**config.mk**
```make
export PLATFORM = sky130hd
export DESIGN_NAME = bb_remap
export DESIGN_NICKNAME = d
export VERILOG_FILES = /design/src/bb_pkg.sv /design/src/bb_map_if.sv /design/src/bb_remap.sv /design/src/bb_decode.sv /design/src/bb_bit_merge.sv
export SDC_FILE = /design/constraint.sdc
export NUM_CORES = 1
export LEC_CHECK = 0
export ABC_AREA = 1
export ABC_CLOCK_PERIOD_IN_PS = 2600
export BUFFER_PORTS_ARGS = -buffer_cell sky130_fd_sc_hd__buf_2
export CAP_MARGIN = 20
export CELL_PAD_IN_SITES_DETAIL_PLACEMENT = 2
export CELL_PAD_IN_SITES_GLOBAL_PLACEMENT = 2
export CORE_MARGIN = 2
export CORE_UTILIZATION = 27
export CTS_CLUSTER_DIAMETER = 100
export DETAILED_ROUTE_END_ITERATION = 10
export GPL_TIMING_DRIVEN = 0
export HOLD_SLACK_MARGIN = 0.05
export PLACE_DENSITY_LB_ADDON = 0.25
export SETUP_SLACK_MARGIN = 0.1
export SYNTH_ARGS = -nofsm -noshare
export SYNTH_HDL_FRONTEND = slang
export SYNTH_SLANG_ARGS = --single-unit
```
**constraint.sdc**
```tcl
create_clock -name clk -period 2.6 [get_ports clk]
set_input_delay 0.52 -clock clk [delete_from_list [all_inputs] [get_ports clk]]
set_output_delay 0.52 -clock clk [all_outputs]
set_load 0.01 [all_outputs]
```
**src/bb_pkg.sv**
```systemverilog
/*
 * Constants shared by the bit-band remapper: region bounds, alias field
 * positions, access sizes and state codes.
 * Assumes one system clock, synchronous active-high reset, 32-bit bus.
 */
`default_nettype none

package bb_pkg;

    // ************************************************************
    // address map
    // ************************************************************
    localparam logic [31:0] SRAM_BAND_BASE = 32'h2000_0000;
    localparam logic [31:0] SRAM_BAND_LAST = 32'h2000_7FFF;
    localparam logic [31:0] SRAM_ALIAS_BASE = 32'h2200_0000;
    localparam logic [31:0] SRAM_ALIAS_LAST = 32'h23FF_FFFF;
    localparam logic [31:0] PERI_BAND_BASE = 32'h4000_0000;
    localparam logic [31:0] PERI_BAND_LAST = 32'h400F_FFFF;
    localparam logic [31:0] PERI_ALIAS_BASE = 32'h4200_0000;
    localparam logic [31:0] PERI_ALIAS_LAST = 32'h43FF_FFFF;

    // ************************************************************
    // alias address fields: offset = byte * 32 + bit * 4
    // ************************************************************
    localparam int BYTE_OFS_LSB = 5;
    localparam int BYTE_OFS_MSB = 24;
    localparam int BIT_NUM_LSB = 2;
    localparam int BIT_NUM_MSB = 4;

    localparam logic [31:0] ALIAS_READ_SET = 32'h0000_0001;
    localparam logic [31:0] ALIAS_READ_CLR = 32'h0000_0000;

    typedef enum logic [1:0] {
        SIZE_BYTE = 2'h0,
        SIZE_HALF = 2'h1,
        SIZE_WORD = 2'h2
    } bb_size_t;

    typedef enum logic [2:0] {
        ST_IDLE = 3'h0,
        ST_PASS = 3'h1,
        ST_BREAD = 3'h2,
        ST_BWRITE = 3'h3,
        ST_DONE = 3'h4
    } bb_state_t;

endpackage : bb_pkg

`default_nettype wire

```
**src/bb_map_if.sv**
```systemverilog
/*
 * Decode result carried from the address decoder to the remapper core.
 * Assumes both ends sit on the same clock; the bundle is purely combinational.
 */
`default_nettype none

interface bb_map_if;
    logic isAlias;
    logic refuse;
    logic [31:0] tgtAddr;
    logic [4:0] bitPos;

    modport dec (output isAlias, output refuse, output tgtAddr, output bitPos);
    modport use_m (input isAlias, input refuse, input tgtAddr, input bitPos);
endinterface : bb_map_if

`default_nettype wire

```
**src/bb_remap.sv**
```systemverilog
/*
 * Bit-band alias remapper between the processor data bus and memories.
 * Upstream: request held until one-cycle mDone; one access outstanding.
 * Downstream: sReq held until one-cycle sAck from same-clock logic.
 */
`default_nettype none

module bb_remap
    import bb_pkg::*;
(
    input wire logic clk, // system clock
    input wire logic srst, // synchronous reset, active high
    input wire logic mReq, // master request, held until mDone
    input wire logic [31:0] mAddr, // master address
    input wire logic mWrite, // master write
    input wire logic [1:0] mSize, // master size code
    input wire logic [31:0] mWdata, // master write data, lane aligned
    input wire logic mInstr, // request is an instruction fetch
    output logic mDone, // one-cycle completion
    output logic mErr, // completion is a refusal
    output logic [31:0] mRdata, // read data, valid with mDone
    output logic sReq, // slave request, held until sAck
    output logic [31:0] sAddr, // slave address
    output logic sWrite, // slave write
    output logic [1:0] sSize, // slave size code
    output logic [31:0] sWdata, // slave write data
    output logic sLock, // keeps other masters off during update
    input wire logic sAck, // slave completion pulse
    input wire logic [31:0] sRdata // slave read data, valid with sAck
);

    // ************************************************************
    // decode and merge
    // ************************************************************
    bb_map_if map ();

    bb_decode u_decode (
        .addr (mAddr),
        .size (mSize),
        .instr (mInstr),
        .map (map)
    );

    logic bitPosHit;
    logic [31:0] mergedData;
    logic curBit;
    logic [4:0] bitPos_ff;
    logic newBit_ff;
    logic isWrite_ff;

    bb_bit_merge u_merge (
        .rdata (sRdata),
        .bitPos (bitPos_ff),
        .newBit (newBit_ff),
        .wdata (mergedData),
        .bitOut (curBit)
    );

    bb_state_t state_ff;
    bb_state_t nxt_state;
    logic take;

    assign take = (state_ff == ST_IDLE) && mReq;
    assign bitPosHit = curBit;

    // ************************************************************
    // sequencer
    // ************************************************************
    always_comb
    begin
        nxt_state = state_ff;
        unique case (state_ff)
            ST_IDLE:
            begin
                if (mReq)
                begin
                    if (map.refuse)
                        nxt_state = ST_DONE;
                    else if (map.isAlias)
                        nxt_state = ST_BREAD;
                    else
                        nxt_state = ST_PASS;
                end
            end
            ST_PASS:
            begin
                if (sAck)
                    nxt_state = ST_DONE;
            end
            ST_BREAD:
            begin
                if (sAck)
                    nxt_state = isWrite_ff ? ST_BWRITE : ST_DONE;
            end
            ST_BWRITE:
            begin
                if (sAck)
                    nxt_state = ST_DONE;
            end
            ST_DONE:
                nxt_state = ST_IDLE;
            default:
                nxt_state = ST_IDLE;
        endcase
    end

    always_ff @(posedge clk)
    begin
        if (srst)
            state_ff <= ST_IDLE;
        else
            state_ff <= nxt_state;
    end

    // ************************************************************
    // captured alias target
    // ************************************************************
    always_ff @(posedge clk)
    begin
        if (srst)
        begin
            bitPos_ff <= 5'h00;
            newBit_ff <= 1'b0;
            isWrite_ff <= 1'b0;
        end
        else if (take)
        begin
            bitPos_ff <= map.bitPos;
            newBit_ff <= mWdata[0];
            isWrite_ff <= mWrite;
        end
    end

    // ************************************************************
    // downstream port
    // ************************************************************
    always_ff @(posedge clk)
    begin
        if (srst)
        begin
            sReq <= 1'b0;
            sAddr <= 32'h0000_0000;
            sWrite <= 1'b0;
            sSize <= SIZE_WORD;
            sWdata <= 32'h0000_0000;
            sLock <= 1'b0;
        end
        else
        begin
            unique case (state_ff)
                ST_IDLE:
                begin
                    if (mReq && !map.refuse)
                    begin
                        sReq <= 1'b1;
                        sSize <= mSize;
                        if (map.isAlias)
                        begin
                            // alias always starts with a read of the band location
                            sAddr <= map.tgtAddr;
                            sWrite <= 1'b0;
                            sWdata <= 32'h0000_0000;
                            sLock <= mWrite;
                        end
                        else
                        begin
                            sAddr <= mAddr;
                            sWrite <= mWrite;
                            sWdata <= mWdata;
                            sLock <= 1'b0;
                        end
                    end
                end
                ST_BREAD:
                begin
                    if (sAck)
                    begin
                        // write half follows with no idle cycle between
                        sReq <= isWrite_ff;
                        sWrite <= isWrite_ff;
                        sWdata <= mergedData;
                    end
                end
                ST_PASS, ST_BWRITE:
                begin
                    if (sAck)
                    begin
                        sReq <= 1'b0;
                        sWrite <= 1'b0;
                        sLock <= 1'b0;
                    end
                end
                default:
                begin
                    sReq <= 1'b0;
                    sLock <= 1'b0;
                end
            endcase
        end
    end

    // ************************************************************
    // upstream answer
    // ************************************************************
    always_ff @(posedge clk)
    begin
        if (srst)
        begin
            mDone <= 1'b0;
            mErr <= 1'b0;
            mRdata <= 32'h0000_0000;
        end
        else
        begin
            mDone <= 1'b0;
            mErr <= 1'b0;
            unique case (state_ff)
                ST_IDLE:
                begin
                    if (mReq && map.refuse)
                    begin
                        mDone <= 1'b1;
                        mErr <= 1'b1;
                        mRdata <= 32'h0000_0000;
                    end
                end
                ST_PASS:
                begin
                    if (sAck)
                    begin
                        mDone <= 1'b1;
                        mRdata <= sRdata;
                    end
                end
                ST_BREAD:
                begin
                    if (sAck)
                    begin
                        // writes still answer only after the write half completes
                        mDone <= !isWrite_ff;
                        mRdata <= bitPosHit ? ALIAS_READ_SET : ALIAS_READ_CLR;
                    end
                end
                ST_BWRITE:
                begin
                    if (sAck)
                    begin
                        mDone <= 1'b1;
                        mRdata <= 32'h0000_0000;
                    end
                end
                default:
                begin
                    mDone <= 1'b0;
                end
            endcase
        end
    end

endmodule : bb_remap

`default_nettype wire

```
**src/bb_decode.sv**
```systemverilog
/*
 * Combinational alias decoder: region hit, refusal and target byte/bit.
 * Assumes the request fields are stable while the core samples them.
 */
`default_nettype none

module bb_decode
    import bb_pkg::*;
(
    input wire logic [31:0] addr, // request address
    input wire logic [1:0] size, // request size code
    input wire logic instr, // request is an instruction fetch
    bb_map_if.dec map // decode result
);
    logic inSram;
    logic inPeri;
    logic [31:0] bandBase;
    logic [31:0] byteAddr;

    assign inSram = (addr >= SRAM_ALIAS_BASE) && (addr <= SRAM_ALIAS_LAST);
    assign inPeri = (addr >= PERI_ALIAS_BASE) && (addr <= PERI_ALIAS_LAST);
    assign bandBase = inPeri ? PERI_BAND_BASE : SRAM_BAND_BASE;

    // fetches from the SRAM alias go through untouched
    assign map.isAlias = (inSram || inPeri) && !instr;
    assign map.refuse = inPeri && instr;

    // inverse of base + byte*32 + bit*4
    assign byteAddr = bandBase
        + {12'h000, addr[BYTE_OFS_MSB:BYTE_OFS_LSB]};

    always_comb
    begin
        map.tgtAddr = byteAddr;
        unique case (size)
            SIZE_HALF: map.tgtAddr = {byteAddr[31:1], 1'b0};
            SIZE_WORD: map.tgtAddr = {byteAddr[31:2], 2'h0};
            default: map.tgtAddr = byteAddr;
        endcase
    end

    // little-endian lanes: the byte's lane index forms the high bit-position bits
    assign map.bitPos = {byteAddr[1:0], addr[BIT_NUM_MSB:BIT_NUM_LSB]};

endmodule : bb_decode

`default_nettype wire

```
**src/bb_bit_merge.sv**
```systemverilog
/*
 * Bit extract and bit replace on a 32-bit lane-aligned data word.
 * Assumes data lanes follow the byte address (little-endian bus).
 */
`default_nettype none

module bb_bit_merge
(
    input wire logic [31:0] rdata, // data read from band location
    input wire logic [4:0] bitPos, // target bit within the lanes
    input wire logic newBit, // value to store
    output logic [31:0] wdata, // data to write back
    output logic bitOut // current value of the target bit
);
    genvar i;
    generate
        for (i = 0; i < 32; i++)
        begin : g_bit
            // only the addressed bit changes on write back
            assign wdata[i] = (bitPos == 5'(i)) ? newBit : rdata[i];
        end
    endgenerate

    assign bitOut = rdata[bitPos];

endmodule : bb_bit_merge

`default_nettype wire

```
==> results.md <==
- The number of global-route vias before repair is 7840.
- The xor and xnor fraction of the mapped netlist area is 0.
- Together, buffers and inverters on the worst path number 1.
- The worst endpoint data arrival time is 2.46 ns.
- The number of slew-limit violations in the final report is 0.
- Entering global routing, the biggest net connects 17 pins.
- For this configuration, the core starts out at a cell density of 0.275.
- STA classifies the critical path endpoint as a register.
- The fraction of the yosys area taken by sequential cells is 0.365.
- For the worst-skew pair, the clock arrives at the later sink with an insertion delay of 0.43 ns.
- The slew at the pin closest to its max-slew limit is 0.841 ns.
- The multiplexer fraction of the synthesized cell area is 0.
- Setup repair after global routing left no endpoint under its margin.
- For this design the static power due to leakage is 4.39 nW.
- The tightest min-delay check is of the input port to register type.
- The delay of the slowest cell on the worst path is 0.64 ns.
- The global-route wire length before repair is 41.8 mm.
- Pin placement for this block handled 207 I/O pins.
- The fraction of the mapped netlist area in simple logic gates is 0.392.
- The adder-cell share of the synthesized area is 0.00202.
- The routability congestion estimate is 0.845.
- In this run the mean area of a mapped cell was 6.07 um^2.
- Buffers inserted to repair hold after CTS numbered 0.
- The maximum vdd drop is 0.368 mV.
- The post-detailed-route via-to-cell ratio is 4.76.
- The fmax is 466 MHz.
- The yosys synthesis warning count is 0.
- The flop and latch count out of synthesis is 113.
- The estimated wirelength of the detail-placed design is 21.2 mm.
- The level count of the clock H-tree is 4.
- The origin of the worst setup path is bitPos_ff[0]$_SDFFE_PP0P_.
- At the placement stage, the worst setup path has a slack of 0.231 ns.
- Leaving out fill and tap cells, the most frequent cells in the layout are 262 x sky130_fd_sc_hd__nand2_1, 225 x sky130_fd_sc_hd__nor2_1, 221 x sky130_fd_sc_hd__buf_2.
- STA classifies the critical path startpoint as a register.
- The detailed-routing iteration count for the pre-antenna-repair pass is 4.
- The largest fanout on the critical path is 10.
- TritonCTS created 17 clock buffers.
- Summed over all layers, the routed wires come to 27.2 mm.
- The number of instances in the synthesized netlist is 1022.
- The cell family contributing the most delay on the critical path is simple AND/OR/NAND/NOR gates.
- The detailed router's first-iteration violation count is 253.
- Dividing the detail-routed wire length by the instance count gives 17.6 um.
- In the final layout, the share of cells above drive strength 1 is 0.231.
- The commonest non-fill, non-tap cell in the layout is sky130_fd_sc_hd__nand2_1.
- In this run the post-CTS setup repair buffer count came out at 0.
- From synthesis to final layout, the design area changed by 32.8%.
- The slowest library cell on the worst path is sky130_fd_sc_hd__nor2_1.
- The detailed-route DRC error count is 0.
- Once detail routing completed, the nets flagged for antenna violations numbered 0.
- The worst hold path begins at mAddr[1].
- In this run the cell area of the synthesized design comes to 0.00620 mm^2.
- The clock drives 113 sinks.
- The aggregate negative setup slack is 0 ns.
- The cell area power density is 842 mW/mm^2.
- The synthesized netlist net count is 1127.
- The cell repeated most along the worst path is sky130_fd_sc_hd__nor2_1.
- The floorplan step set the die height to 156 um.
- The clock-pin slew on the worst setup and hold paths is 0.06 ns.
- TritonCTS built the clock tree.
- The combinational family with the most area after synthesis is simple AND/OR/NAND/NOR gates.
- The count of port buffers added during placement is 205.
- The number of different library cells used by synthesis comes to 32.
- The synthesized-area fraction occupied by ao, oa, aoi and oai cells is 0.122.
- The setup-violating endpoint count in the final report is 0.
- The critical setup path kind is register to register.
- Summed over all layers, the global routing overflow is 0.
- The initial antenna violation count is 6.
- The run finished with clean final reports.
- The end-of-flow core utilization is 0.365.
- The signal on the critical path passes through buf_2 > nor2_1 > nand3_1 > o21ai_0 > nand2_1 > nor2_1 > nor2_1.
- In this run the core area contains 55 standard-cell rows.
- Counting along the longest clock path gives a buffer depth of 2.
- The floorplan step defined a die boundary enclosing 0.0242 mm^2.
- The buffer cell driving the clock tree root is sky130_fd_sc_hd__clkbuf_16.
- The minimum hold slack is 0.328 ns.
- The routed layout has 7369 vias.
- The reg-to-reg critical path startpoint is bitPos_ff[0]$_SDFFE_PP0P_.
- The final-stage net count is 1351.
- The horizontal extent of the die is 156 um.
- Gates resized during post-CTS repair numbered 0.
- The placeable core area is 0.0226 mm^2.
- The number of max-cap violations is 0.
- The final worst clock skew is 0.00834 ns.
- Subtracting the final worst setup slack from the clock period gives 2.14 ns.
- Across every metal layer, demand over resource in global routing totals 0.226.
- The worst path meets setup with 0.456 ns of slack.
- The required time of the critical path is 2.92 ns.
- The final number of hold-violating endpoints came to 0.
- Measured against its own limit, the worst slew margin works out to 0.437.
- The part of the cycle the worst path needs is 0.825.
-- sequential cells by signal, indices dropped and copies added, names as in the netlist --
register	flops
sWdata	32
mRdata	32
sSize	2
bitPos_ff	5
sReq	1
sAddr	32
state_ff	3
sLock	1
mDone	1
sWrite	1
newBit_ff	1
isWrite_ff	1
mErr	1
-- worst register-to-register path, cell delays in order, from the launching register on --
cell	delay (ns)
sky130_fd_sc_hd__dfxtp_1	0.29
sky130_fd_sc_hd__buf_2	0.19
sky130_fd_sc_hd__nor2_1	0.64
sky130_fd_sc_hd__nand3_1	0.19
sky130_fd_sc_hd__o21ai_0	0.41
sky130_fd_sc_hd__nand2_1	0.13
sky130_fd_sc_hd__nor2_1	0.13
sky130_fd_sc_hd__nor2_1	0.05
-- final timing paths --
path	end	slack, ns	depth (start not counted)
worst max-delay path	sWdata[28]$_SDFFE_PP0P_	0.46	7
worst min-delay path	sAddr[1]$_SDFFE_PP0P_	0.33	3
worst max register to register	sWdata[28]$_SDFFE_PP0P_	0.46	7
worst min register to register	sAddr[26]$_SDFFE_PP0P_	0.46	2
-- cell families (layout without fill, tap and decap cells) --
| logic type | after synthesis | after routing |
|---|---|---|
| and+or+nand+nor | 589 | 589 |
| buffers and inverters | 171 | 408 |
| AOI/OAI and AO/OA | 148 | 148 |
| DFF | 113 | 113 |
| adders and majority gates | 1 | 1 |
| other | 0 | 3 |
-- cells in the mapped netlist (all sizes together) --
cell type    n  share of area
a21oi       59          0.048
buf         37          0.038
clkbuf      20          0.012
clkinv       3         0.0020
dfxtp      113           0.36
ha           1         0.0020
inv        111          0.068
nand2      264           0.16
nand3       85          0.069
nand4        3         0.0065
nor2       234           0.15
nor3         2         0.0016
nor4         1         0.0010
o211ai       1         0.0020
o21ai       88          0.072
-- through the flow --
stage	area, um^2	power, mW	instances
floorplan	6200	3.54	1022
global placement	7580	4.29	1512
detailed placement	7580	4.38	1512
CTS	8220	7.03	1544
global route	8230	7.39	1547
finish	8230	6.93	1547
-- cell type report --
class / count / area [um^2]
fill: 2868 / 14300
antenna: 3 / 7.51
tap: 285 / 357
clock buffer: 18 / 439
sequential: 113 / 2260
timing repair buffer: 205 / 1030
inverter: 114 / 432
clock inverter: 14 / 201
buffer: 57 / 310
multi-input combinational: 738 / 3200
-- layer usage --
metal,up-vias,track usage,wire length (um)
li1,3630,-,-
met1,3552,0.253,11000
met2,150,0.421,14300
met3,31,0.0547,1350
met4,6,0.0673,464
met5,-,0,38
-- power by group --
group / switching [mW] / total (mW) / internal (mW)
Sequential: 0.176 / 2.23 / 2.05
Combinational: 1.36 / 2.10 / 0.736
Clock: 0.958 / 2.60 / 1.65
Total: 2.49 / 6.93 / 4.43
Note: power is estimated with default switching activity, not from simulation.
